[config.mk]
export PLATFORM = sky130hd
export DESIGN_NAME = ptm_top
export DESIGN_NICKNAME = d
export VERILOG_FILES = /design/src/design/ptm_pkg.sv /design/src/design/ptm_top.sv /design/src/design/ptm_sync_edge.sv
export SDC_FILE = /design/constraint.sdc
export NUM_CORES = 1
export LEC_CHECK = 0
export ABC_AREA = 1
export BUFFER_PORTS_ARGS = -buffer_cell sky130_fd_sc_hd__buf_2
export CAP_MARGIN = 20
export CELL_PAD_IN_SITES_DETAIL_PLACEMENT = 1
export CELL_PAD_IN_SITES_GLOBAL_PLACEMENT = 1
export CORE_ASPECT_RATIO = 0.8
export CORE_MARGIN = 2
export CORE_UTILIZATION = 39
export DETAILED_ROUTE_END_ITERATION = 7
export PLACE_DENSITY = 0.84
export SLEW_MARGIN = 10
export SYNTH_ARGS = -nofsm -noshare
export SYNTH_HDL_FRONTEND = slang
export SYNTH_SLANG_ARGS = --single-unit
[constraint.sdc]
create_clock -name hclk -period 2.3 [get_ports hclk]
set_input_delay 0.46 -clock hclk [delete_from_list [all_inputs] [get_ports hclk]]
set_output_delay 0.46 -clock hclk [all_outputs]
set_load 0.01 [all_outputs]
[src/design/ptm_pkg.sv]
// Constants, types, register map and helper functions of the periodic timer
// Assumes an AHB-Lite master with 32-bit word accesses and one timer per module
package ptm_pkg;

  localparam int unsigned PTM_W_NARROW = 10;
  localparam int unsigned PTM_W_WIDE = 16;
  localparam int unsigned PTM_PRE_W = 7;

  localparam logic [7:0] PTM_OFF_CTRL = 8'h00;
  localparam logic [7:0] PTM_OFF_COMPA = 8'h04;
  localparam logic [7:0] PTM_OFF_PERIOD = 8'h08;
  localparam logic [7:0] PTM_OFF_COUNT = 8'h0c;
  localparam logic [7:0] PTM_OFF_FLAGS = 8'h10;
  localparam logic [7:0] PTM_OFF_STATUS = 8'h14;

  localparam int unsigned PTM_FLAG_A = 0;
  localparam int unsigned PTM_FLAG_P = 1;
  localparam int unsigned PTM_ST_PIN = 0;
  localparam int unsigned PTM_ST_OE = 1;

  localparam logic [11:0] PTM_CTRL_RST = 12'h000;
  localparam logic [1:0] PTM_FLAG_RST = 2'b00;

  localparam logic [1:0] PTM_MODE_CMP = 2'b00;
  localparam logic [1:0] PTM_MODE_PWM = 2'b10;
  localparam logic [1:0] PTM_MODE_TMR = 2'b11;

  // Output function codes: compare mode none/low/high/toggle,
  // PWM mode force low/force high/waveform, 11 with PWM code is single pulse
  localparam logic [1:0] PTM_FN_0 = 2'b00;
  localparam logic [1:0] PTM_FN_1 = 2'b01;
  localparam logic [1:0] PTM_FN_2 = 2'b10;
  localparam logic [1:0] PTM_FN_3 = 2'b11;

  localparam logic [2:0] PTM_HSIZE_WORD = 3'b010;

  typedef enum logic [1:0] {PTM_OP_CMP, PTM_OP_PWM, PTM_OP_PULSE, PTM_OP_TMR} ptm_op_e;

  typedef struct packed {
    logic [2:0] clk_sel;
    logic trig_fall;
    logic mode_select_hi;
    logic mode_select_lo;
    logic output_function_hi;
    logic output_function_lo;
    logic output_polarity_invert;
    logic output_initial_level;
    logic clear_source_select;
    logic counter_run;
  } ptm_ctrl_s;

  function automatic int unsigned ptm_width(input int unsigned inst);
    ptm_width = (inst == 2 || inst == 3) ? PTM_W_WIDE : PTM_W_NARROW;
  endfunction

  function automatic ptm_op_e ptm_decode(input logic [1:0] mode, input logic [1:0] fn);
    ptm_decode = PTM_OP_CMP;
    if (mode == PTM_MODE_TMR) begin
      ptm_decode = PTM_OP_TMR;
    end else if (mode == PTM_MODE_PWM) begin
      ptm_decode = (fn == PTM_FN_3) ? PTM_OP_PULSE : PTM_OP_PWM;
    end
  endfunction

  function automatic logic [PTM_PRE_W-1:0] ptm_tick_mask(input logic [2:0] sel);
    ptm_tick_mask = PTM_PRE_W'((8'h01 << sel) - 8'h01);
  endfunction

endpackage

[src/design/ptm_top.sv]
// Periodic timer with compare, PWM, single pulse and timer modes on AHB-Lite
// Assumes single word transfers, one hclk domain, trigger pin asynchronous
`timescale 1ns/1ps
module ptm_top
  import ptm_pkg::*;
#(
  parameter int unsigned INST = 0
) (
  input wire logic hclk,
  input wire logic hresetn,
  input wire logic hsel,
  input wire logic [31:0] haddr,
  input wire logic [1:0] htrans,
  input wire logic hwrite,
  input wire logic [2:0] hsize,
  input wire logic [31:0] hwdata,
  input wire logic hready,
  output logic hreadyout,
  output logic hresp,
  output logic [31:0] hrdata,
  input wire logic external_trigger_pin,
  output logic timer_out,
  output logic timer_out_oe,
  output logic compare_a_flag,
  output logic compare_p_flag
);

  localparam int unsigned W = ptm_width(INST);

  function automatic logic [W:0] ptm_limit(input logic [W-1:0] v);
    ptm_limit = (v == '0) ? {1'b1, {W{1'b0}}} : {1'b0, v};
  endfunction

  ptm_ctrl_s ctrl_q;
  ptm_ctrl_s ctrl_rd;
  ptm_op_e op;
  logic run_q;
  logic run_prev_q;
  logic run_d;
  logic run_rise;
  logic [W-1:0] cnt_q;
  logic [W-1:0] compare_a_value_q;
  logic [W-1:0] per_q;
  logic [W:0] cnt_inc;
  logic [1:0] flag_q;
  logic [1:0] flag_set;
  logic [1:0] flag_clr;
  logic [PTM_PRE_W-1:0] pre_q;
  logic [PTM_PRE_W-1:0] mask;
  logic tick;
  logic step;
  logic a_hit;
  logic a_lim;
  logic p_hit;
  logic clr_now;
  logic cm_out_q;
  logic pin_q;
  logic pin_d;
  logic oe_q;
  logic lvl;
  logic pwm_act;
  logic [1:0] fn;
  logic trig_edge;
  logic acc;
  logic wr_q;
  logic [7:0] wr_addr_q;
  logic [31:0] rd_q;
  logic [31:0] rd_d;
  logic wr_ctrl;
  logic wr_compa;
  logic wr_period;
  logic wr_flags;

  // Bus slave: zero wait states, always OKAY
  assign hreadyout = 1'b1;
  assign hresp = 1'b0;
  assign hrdata = rd_q;
  assign acc = hsel && hready && htrans[1] && (hsize == PTM_HSIZE_WORD);

  always_ff @(posedge hclk or negedge hresetn) begin
    if (!hresetn) begin
      wr_q <= 1'b0;
      wr_addr_q <= 8'h00;
    end else begin
      wr_q <= acc && hwrite;
      if (acc) begin
        wr_addr_q <= haddr[7:0];
      end
    end
  end

  assign wr_ctrl = wr_q && (wr_addr_q == PTM_OFF_CTRL);
  assign wr_compa = wr_q && (wr_addr_q == PTM_OFF_COMPA);
  assign wr_period = wr_q && (wr_addr_q == PTM_OFF_PERIOD);
  assign wr_flags = wr_q && (wr_addr_q == PTM_OFF_FLAGS);

  always_comb begin
    ctrl_rd = ctrl_q;
    ctrl_rd.counter_run = run_q;
    case (haddr[7:0])
      PTM_OFF_CTRL: rd_d = {20'h0_0000, ctrl_rd};
      PTM_OFF_COMPA: rd_d = 32'(compare_a_value_q);
      PTM_OFF_PERIOD: rd_d = 32'(per_q);
      PTM_OFF_COUNT: rd_d = 32'(cnt_q);
      PTM_OFF_FLAGS: rd_d = {30'h0000_0000, flag_q};
      PTM_OFF_STATUS: rd_d = {30'h0000_0000, oe_q, pin_q};
      default: rd_d = 32'h0000_0000;
    endcase
  end

  always_ff @(posedge hclk or negedge hresetn) begin
    if (!hresetn) begin
      rd_q <= 32'h0000_0000;
    end else if (acc && !hwrite) begin
      rd_q <= rd_d;
    end
  end

  // Configuration registers
  always_ff @(posedge hclk or negedge hresetn) begin
    if (!hresetn) begin
      ctrl_q <= ptm_ctrl_s'(PTM_CTRL_RST);
    end else if (wr_ctrl) begin
      ctrl_q <= ptm_ctrl_s'(hwdata[11:0]);
    end
  end

  always_ff @(posedge hclk or negedge hresetn) begin
    if (!hresetn) begin
      compare_a_value_q <= '0;
    end else if (wr_compa) begin
      compare_a_value_q <= hwdata[W-1:0];
    end
  end

  always_ff @(posedge hclk or negedge hresetn) begin
    if (!hresetn) begin
      per_q <= '0;
    end else if (wr_period) begin
      per_q <= hwdata[W-1:0];
    end
  end

  assign fn = {ctrl_q.output_function_hi, ctrl_q.output_function_lo};
  assign op = ptm_decode({ctrl_q.mode_select_hi, ctrl_q.mode_select_lo}, fn);
  assign lvl = ctrl_q.output_initial_level ^ ctrl_q.output_polarity_invert;

  // Timer clock: one tick every 2^clk_sel hclk cycles
  always_ff @(posedge hclk or negedge hresetn) begin
    if (!hresetn) begin
      pre_q <= '0;
    end else begin
      pre_q <= pre_q + PTM_PRE_W'(1);
    end
  end

  assign mask = ptm_tick_mask(ctrl_q.clk_sel);
  assign tick = ((pre_q & mask) == mask);

  ptm_sync_edge u_trig (
    .clk(hclk),
    .rst_n(hresetn),
    .pin(external_trigger_pin),
    .fall_sel(ctrl_q.trig_fall),
    .edge_p(trig_edge)
  );

  // Run bit: software write, then hardware clear, then trigger set
  always_comb begin
    run_d = run_q;
    if (wr_ctrl) begin
      run_d = hwdata[0];
    end
    if (op == PTM_OP_PULSE && a_hit) begin
      run_d = 1'b0;
    end
    if (op == PTM_OP_PULSE && trig_edge) begin
      run_d = 1'b1;
    end
  end

  always_ff @(posedge hclk or negedge hresetn) begin
    if (!hresetn) begin
      run_q <= 1'b0;
      run_prev_q <= 1'b0;
    end else begin
      run_q <= run_d;
      run_prev_q <= run_q;
    end
  end

  assign run_rise = run_q && !run_prev_q;

  // Match detection against the next count value
  assign step = run_q && !run_rise && tick;
  assign cnt_inc = {1'b0, cnt_q} + {{W{1'b0}}, 1'b1};
  assign a_hit = step && (compare_a_value_q != '0) && (cnt_inc == {1'b0, compare_a_value_q});
  assign a_lim = step && (cnt_inc == ptm_limit(compare_a_value_q));
  assign p_hit = step && (cnt_inc == ptm_limit(per_q));

  always_comb begin
    case (op)
      PTM_OP_CMP: clr_now = ctrl_q.clear_source_select ? a_lim : p_hit;
      PTM_OP_TMR: clr_now = ctrl_q.clear_source_select ? a_lim : p_hit;
      PTM_OP_PWM: clr_now = p_hit;
      PTM_OP_PULSE: clr_now = 1'b0;
      default: clr_now = 1'b0;
    endcase
  end

  always_ff @(posedge hclk or negedge hresetn) begin
    if (!hresetn) begin
      cnt_q <= '0;
    end else if (run_rise) begin
      cnt_q <= '0;
    end else if (step) begin
      if (clr_now) begin
        cnt_q <= '0;
      end else begin
        cnt_q <= cnt_inc[W-1:0];
      end
    end
  end

  // Sticky flags, set wins over a clearing write
  always_comb begin
    flag_set = 2'b00;
    flag_set[PTM_FLAG_A] = a_hit;
    case (op)
      PTM_OP_CMP: flag_set[PTM_FLAG_P] = p_hit && !ctrl_q.clear_source_select;
      PTM_OP_TMR: flag_set[PTM_FLAG_P] = p_hit && !ctrl_q.clear_source_select;
      PTM_OP_PWM: flag_set[PTM_FLAG_P] = p_hit;
      default: flag_set[PTM_FLAG_P] = 1'b0;
    endcase
    flag_clr = wr_flags ? hwdata[1:0] : 2'b00;
  end

  always_ff @(posedge hclk or negedge hresetn) begin
    if (!hresetn) begin
      flag_q <= PTM_FLAG_RST;
    end else begin
      flag_q <= (flag_q & ~flag_clr) | flag_set;
    end
  end

  assign compare_a_flag = flag_q[PTM_FLAG_A];
  assign compare_p_flag = flag_q[PTM_FLAG_P];

  // Compare-match output state
  always_ff @(posedge hclk or negedge hresetn) begin
    if (!hresetn) begin
      cm_out_q <= 1'b0;
    end else if (run_rise) begin
      cm_out_q <= ctrl_q.output_initial_level;
    end else if (op == PTM_OP_CMP && a_hit) begin
      case (fn)
        PTM_FN_1: cm_out_q <= 1'b0;
        PTM_FN_2: cm_out_q <= 1'b1;
        PTM_FN_3: cm_out_q <= ~cm_out_q;
        default: cm_out_q <= cm_out_q;
      endcase
    end
  end

  // Pin level and enable
  assign pwm_act = run_q && (cnt_q < compare_a_value_q);

  always_comb begin
    case (op)
      PTM_OP_CMP: pin_d = cm_out_q;
      PTM_OP_TMR: pin_d = 1'b0;
      PTM_OP_PWM: begin
        case (fn)
          PTM_FN_0: pin_d = 1'b0;
          PTM_FN_1: pin_d = 1'b1;
          default: pin_d = pwm_act ? lvl : ~lvl;
        endcase
      end
      PTM_OP_PULSE: pin_d = run_q ? lvl : ~lvl;
      default: pin_d = 1'b0;
    endcase
  end

  always_ff @(posedge hclk or negedge hresetn) begin
    if (!hresetn) begin
      pin_q <= 1'b0;
      oe_q <= 1'b0;
    end else begin
      pin_q <= pin_d;
      oe_q <= (op != PTM_OP_TMR);
    end
  end

  assign timer_out = pin_q;
  assign timer_out_oe = oe_q;
endmodule

[src/design/ptm_sync_edge.sv]
// Two-flop synchroniser with edge detection for the trigger pin
// Assumes an asynchronous pin input and a select from the hclk domain
`timescale 1ns/1ps
module ptm_sync_edge (
  input wire logic clk,
  input wire logic rst_n,
  input wire logic pin,
  input wire logic fall_sel,
  output logic edge_p
);

  logic s1_q;
  logic s2_q;
  logic s3_q;

  always_ff @(posedge clk or negedge rst_n) begin
    if (!rst_n) begin
      s1_q <= 1'b0;
      s2_q <= 1'b0;
      s3_q <= 1'b0;
    end else begin
      s1_q <= pin;
      s2_q <= s1_q;
      s3_q <= s2_q;
    end
  end

  // Only the settled stages feed the edge detector
  assign edge_p = fall_sel ? (s3_q & ~s2_q) : (s2_q & ~s3_q);

endmodule

After elaboration in Yosys (flattened, before gate mapping):

Cells that the tools add are included.

* word-level logic and storage cells: 125
* bits in registers: 99
* bits of input ports: 75
* output and inout bits: 38

* reductions and logical operators: 38
* add/sub/neg operators: 3
* shift-type cells: 1
* $lt $le $gt $ge: 1
* bitwise gates (word level): 11
* equal/unequal tests: 22
* muxes and demuxes: 24

Operators by type and width (count)
* $pmux W12 S6: 1
* $mux W10: 3
* $eq A8 B4 Y1 const B: 3
* $eq A8 B5 Y1 const B: 3
* $eq A11 B11 Y1: 2
* $mux W11: 2
* $logic_and A1 B1 Y1: 21
* $logic_not A10 Y1: 2
* $eq A8 B3 Y1 const B: 2
* $logic_not A8 Y1: 2
* $eq A2 B2 Y1 const B: 6
* $add A10 B1 Y11 const B: 1
* $eq A11 B10 Y1: 1
* $lt A10 B10 Y1: 1
* $reduce_bool A10 Y1: 1
* $mux W1: 9
* $mux W2: 4
* $add A7 B1 Y7 const B: 1
* $and A7 B7 Y7: 1
* $eq A7 B7 Y1: 1
* $shl A1 B3 Y7 const A: 1
* $sub A7 B1 Y7 const B: 1
* $pmux W1 S3: 2
* $eq A2 B1 Y1 const B: 2
* 17 further kinds: 27

Longest topological paths before layout:

* word-level depth: 11
* gate-level depth with buffers: 15
* mapped depth without buffers: 15

Modules after synthesis:

Synthesis repeated with hierarchy kept, for this count alone.

* cells, all modules: 642
* area total of the unflattened synthesis: 4734.5 um^2

By module, submodules not included
* ptm_top: seq. area each 1901.8 um^2, area each 4634.4 um^2, cells an instance 633, times used 1
* ptm_sync_edge: seq. area each 75.1 um^2, area each 100.1 um^2, cells an instance 9, times used 1

Worst setup path before layout:

No wires, ideal clock.

* path type: flip-flop to flip-flop
* from: register cnt_q[1]
* to: register cm_out_q
* required time: 2.175 ns
* setup time: 0.125 ns
* buffers on the path: 0
* setup slack: 0.499 ns
* arrival: 1.677 ns
* clock period less this slack: 1.801 ns
* cell stages (with the launch flop): 14
* cells stage by stage: dfrtp_1 -> ha_1 -> inv_1 -> nor2_4 -> nand2_2 -> nand2_2 -> nand2_2 -> xor2_2 -> nor2_4 -> inv_2 -> nor2_4 -> nand3_1 -> nand2_1 -> nand3_1

* longest elaborated chain between the ends: 6

RTL lines
* from (decl): RTL line ptm_top.sv:41 `logic [W-1:0] cnt_q;`
* from (signal assigned): RTL line ptm_top.sv:220 `cnt_q <= cnt_inc[W-1:0];`
* $add A10 B1 Y11: RTL line ptm_top.sv:196 `assign cnt_inc = {1'b0, cnt_q} + {{W{1'b0}}, 1'b1};`
* $eq A11 B10 Y1: RTL line ptm_top.sv:197 `assign a_hit = step && (compare_a_value_q != '0) && (cnt_inc == {1'b0, compare_a_value_q});`
* $logic_and A1 B1 Y1: RTL line ptm_top.sv:197
* $logic_and A1 B1 Y1: RTL line ptm_top.sv:255 `end else if (op == PTM_OP_CMP && a_hit) begin`
* $reduce_bool A2 Y1 (no source line)
* $reduce_and A2 Y1 (no source line)
* to (signal assigned): RTL line ptm_top.sv:254 `cm_out_q <= ctrl_q.output_initial_level;`
* to (signal assigned): RTL line ptm_top.sv:259 `PTM_FN_3: cm_out_q <= ~cm_out_q;`
* to (signal assigned): RTL line ptm_top.sv:260 `default: cm_out_q <= cm_out_q;`
* to (decl): RTL line ptm_top.sv:56 `logic cm_out_q;`

No other way between the ends.
A chain may end at the register's enable or synchronous reset.

Final worst setup path:

* from: register cnt_q[0]
* to: register cnt_q[2]

* longest elaborated chain between the ends: 8
* elaborated cells between the ends (all ways): 10
* those cells by class: 1 x add/sub; 2 x eq/ne; 5 x mux; 2 x reduce/logical

RTL lines
* $add A10 B1 Y11 (*): RTL line ptm_top.sv:196
* $eq A11 B11 Y1 (on tied branches): RTL line ptm_top.sv:199, ptm_top.sv:198
* $logic_and A1 B1 Y1 (on tied branches): RTL line ptm_top.sv:199, ptm_top.sv:198
* $mux W1: RTL line ptm_top.sv:203, ptm_top.sv:204
* $pmux W1 S3: RTL line ptm_top.sv:202 `case (op)`
* $mux W10 (*): RTL line ptm_top.sv:217 `if (clr_now) begin`
* $mux W10 (*): RTL line ptm_top.sv:216 `end else if (step) begin`
* $mux W10 (*): RTL line ptm_top.sv:214 `end else if (run_rise) begin`

Mark *: on every way between the ends. The rest lies on a longest branch, timed or not. The select of a mux whose other input is x is not followed.

==> impl_metrics.json <==
{
  "hold_buffers": 0,
  "viasPerCell": 5.30,
  "globalRouteOverflowTotal": 0,
  "clk_latency_ns": 0.34,
  "cap_violations": 0,
  "clock_sinks": 79,
  "final_max_slew_viol_count": 0,
  "slowest_stage": "dfrtp_1",
  "dr.pass1.iters": 4,
  "setup_viol_count_final": 0,
  "status": "finished, final reports clean",
  "grt_pass1_vias": 4550,
  "placementRows": 36,
  "synth_cell_type_count": 36,
  "fmax_ghz": 0.460,
  "fin_util_pct": 45.4,
  "diodes": 0,
  "p_leak_nw": 2.99,
  "cts_made_buffers": 9,
  "clk_pin_slew_ns": 0.06,
  "yosys_warnings": 0,
  "areaGrowthSynthToFinish_pct": 15.1,
  "ir_drop_mv": 0.419,
  "wl_per_cell_um": 18.4,
  "portBuffers": 45,
  "netlist_area_um2": 4770,
  "drive_above_1_share_pct": 15.9,
  "routed_wirelength_mm": 15.5,
  "dp_hpwl_mm": 12.1,
  "hold_path.class": "input port to asynchronous set/reset pin",
  "drc": 0,
  "worstSetupPathType": "flop to flop",
  "root_buffer": "clkbuf_16",
  "endpoint_kind": "flop",
  "synth-edff-count": 0,
  "synth.avg_cell_area_um2": 7.56,
  "synth-seq-cells": 79,
  "arrival_ns": 2.39,
  "tritoncts": "yes",
  "syn_inst": 630,
  "period_share_pct": 94.6,
  "dp_slack_ns": 0.0953,
  "skew_ns": 0.0110,
  "ant_nets": 0,
  "slew_headroom_pct": 64.5,
  "ys_seq_area_share_pct": 41.5,
  "power_density_nw_per_um2": 726,
  "drt_iter0_drc": 323,
  "track_usage_pct": 25.0,
  "min_period_ns": 2.18,
  "finalHoldViolCount": 0,
  "tightest_slew_ns": 0.533,
  "required_ns": 2.52,
  "antenna_found_initial": 0,
  "fp.coreArea_um2": 12100,
  "die_y_um": 103,
  "stdcell_area_um2": 5490,
  "crit_fanout": 6,
  "timing.critical_path.mode_cell": "nand2_1",
  "routabilityCongestion": 0.954,
  "grt_max_degree": 44,
  "finalSetupTns_ns": 0,
  "synth-main-ff-cell": "dfrtp_1",
  "clockBufferDepth": 2,
  "worst_slack_ns": 0.125,
  "synth-async-reset-ratio_pct": 100,
  "dieArea_um2": 13100,
  "ctsHtreeMaxLevel": 3,
  "die_w_um": 128,
  "start_util_pct": 39.5,
  "path_cells": "ha_2 > inv_1 > nand2_1 > nand2_2 > inv_1 > nand2_1 > nand2_1 > nor2_1 > nand3_1 > nor2_1 > nand4_1 > buf_4 > nand4_1 > nand2_1",
  "via_count": 4470,
  "grt_pass1_wl_mm": 24.7,
  "dpl-instance-area_um2": 5170,
  "final_nets": 776,
  "worstSetupStartpointType": "flop",
  "ioPinCount": 113,
  "slowest_delay_ns": 0.39
}
## layout by cell type, fill, tap and decap left out, types with 3 or more instances in the layout
master,instances
ha_1,13
a221oi_1,6
mux2_2,3
xor2_1,7
nand4_1,23
nor2_4,4
nor2_1,42
nand3_1,42
buf_2,44
xnor2_1,6
inv_1,83
clkbuf_1,3
inv_2,3
a21oi_1,13
nand3_2,3
buf_4,17
nand2_2,11
clkbuf_16,9
nor3_2,3
conb_1,22
nand2_1,166
o22ai_1,10
nor3_1,5
dfrtp_1,76
dfrtp_2,3
o21ai_0,49
o21ai_1,7
## cell type report
type	count	area (um^2)
Tap cell	152	190
Inverter	86	323
Timing Repair Buffer	62	368
Clock inverter	3	68.8
Multi-Input combinational cell	449	2320
Sequential cell	79	1980
Clock buffer	12	236
Fill cell	1555	6590
## sequential cells by signal, indices dropped and copies added, names as in the netlist
| signal | flops |
|---|---|
| u_trig.s3_q | 1 |
| flag_q | 2 |
| hrdata | 12 |
| cnt_q | 10 |
| ctrl_q | 11 |
| wr_q | 1 |
| u_trig.s1_q | 1 |
| cm_out_q | 1 |
| timer_out_oe | 1 |
| pre_q | 7 |
| run_q | 1 |
| run_prev_q | 1 |
| wr_addr_q | 8 |
| per_q | 10 |
| compare_a_value_q | 10 |
| u_trig.s2_q | 1 |
| timer_out | 1 |
## timing repair
item | in CTS | in global routing
endpoints found under the setup margin | 0 | 10
setup buffers | 0 | 0
resized for setup | 0 | 5
## kinds of logic after synthesis
kind of cell | share of synthesized area [%]
AO/OA/AOI/OAI | 10.7
XOR/XNOR | 2.73
adder cells (fa/ha/maj) | 3.68
buffers and inverters | 11.6
flip-flops | 41.5
multiplexers | 0.709
other | 0.158
AND/OR/NAND/NOR | 29.0
## per-layer routing
metal | vias to the layer above | track usage [%] | wire (um)
met1 | 2219 | 34.7 | 7370
li1 | 2112 | - | -
met3 | 13 | 5.24 | 1040
met2 | 126 | 39.9 | 6910
met4 | 0 | 7.35 | 209
met5 | - | 0 | 0
## stage by stage
stage / total power, mW / hold WS (ns) / instances
4_1_cts: 3.99 / 0.116 / 843
5_1_grt: 4.17 / 0.117 / 843
6_report: 3.98 / 0.0891 / 843
3_3_place_gp: 2.43 / 0.334 / 828
2_1_floorplan: 2.16 / 0.164 / 650
3_5_place_dp: 2.47 / 0.343 / 828
## synth_stat cells, types with 2 or more instances
| cell | number | area [um^2] |
|---|---|---|
| mux2_2 | 3 | 33.8 |
| a211oi_1 | 2 | 15.0 |
| xor2_1 | 7 | 61.3 |
| nor3_1 | 5 | 25.0 |
| nor2_2 | 2 | 12.5 |
| o22ai_1 | 10 | 62.6 |
| xnor2_1 | 6 | 52.6 |
| clkbuf_1 | 10 | 37.5 |
| nand3_2 | 3 | 30.0 |
| nand2_2 | 10 | 62.6 |
| nand2_1 | 167 | 627 |
| ha_1 | 14 | 175 |
| nor3_2 | 3 | 30.0 |
| buf_4 | 24 | 180 |
| o21ai_1 | 7 | 35.0 |
| nand4_1 | 23 | 144 |
| buf_2 | 2 | 10.0 |
| inv_1 | 83 | 312 |
| a221oi_1 | 6 | 52.6 |
| inv_2 | 3 | 11.3 |
| nor2_4 | 4 | 45.0 |
| o21ai_0 | 49 | 245 |
| nor2_1 | 42 | 158 |
| nand3_1 | 42 | 210 |
| a21oi_1 | 13 | 65.1 |
| conb_1 | 2 | 7.51 |
| dfrtp_1 | 79 | 1980 |
## critical path, delay by kind of cell, from the launching register on
| kind | cells | cell delay (ns) |
|---|---|---|
| buf+inv | 3 | 0.41 |
| flops | 1 | 0.39 |
| simple gates | 10 | 1.03 |
| fa+ha+maj | 1 | 0.23 |
## power by group
group          internal [mW]  switching, mW
clock                  0.948          0.563
combinational          0.291          0.553
sequential              1.51          0.116
total                   2.75           1.23
## path summary, 6_finish.rpt
path	from	to	slack, ns	cells past startpoint
setup reg to reg	cnt_q[0]	cnt_q[2]	0.12	14
min in group hclk	external_trigger_pin	u_trig.s1_q	0.23	1
setup / recovery	cnt_q[0]	cnt_q[2]	0.12	14
max in group asynchronous	hresetn	per_q[0]	1.59	2
hold reg to reg	u_trig.s1_q	u_trig.s2_q	0.35	0
hold / removal	hresetn	cnt_q[3]	0.09	1
No activity file was read; power rests on OpenSTA's default activity.
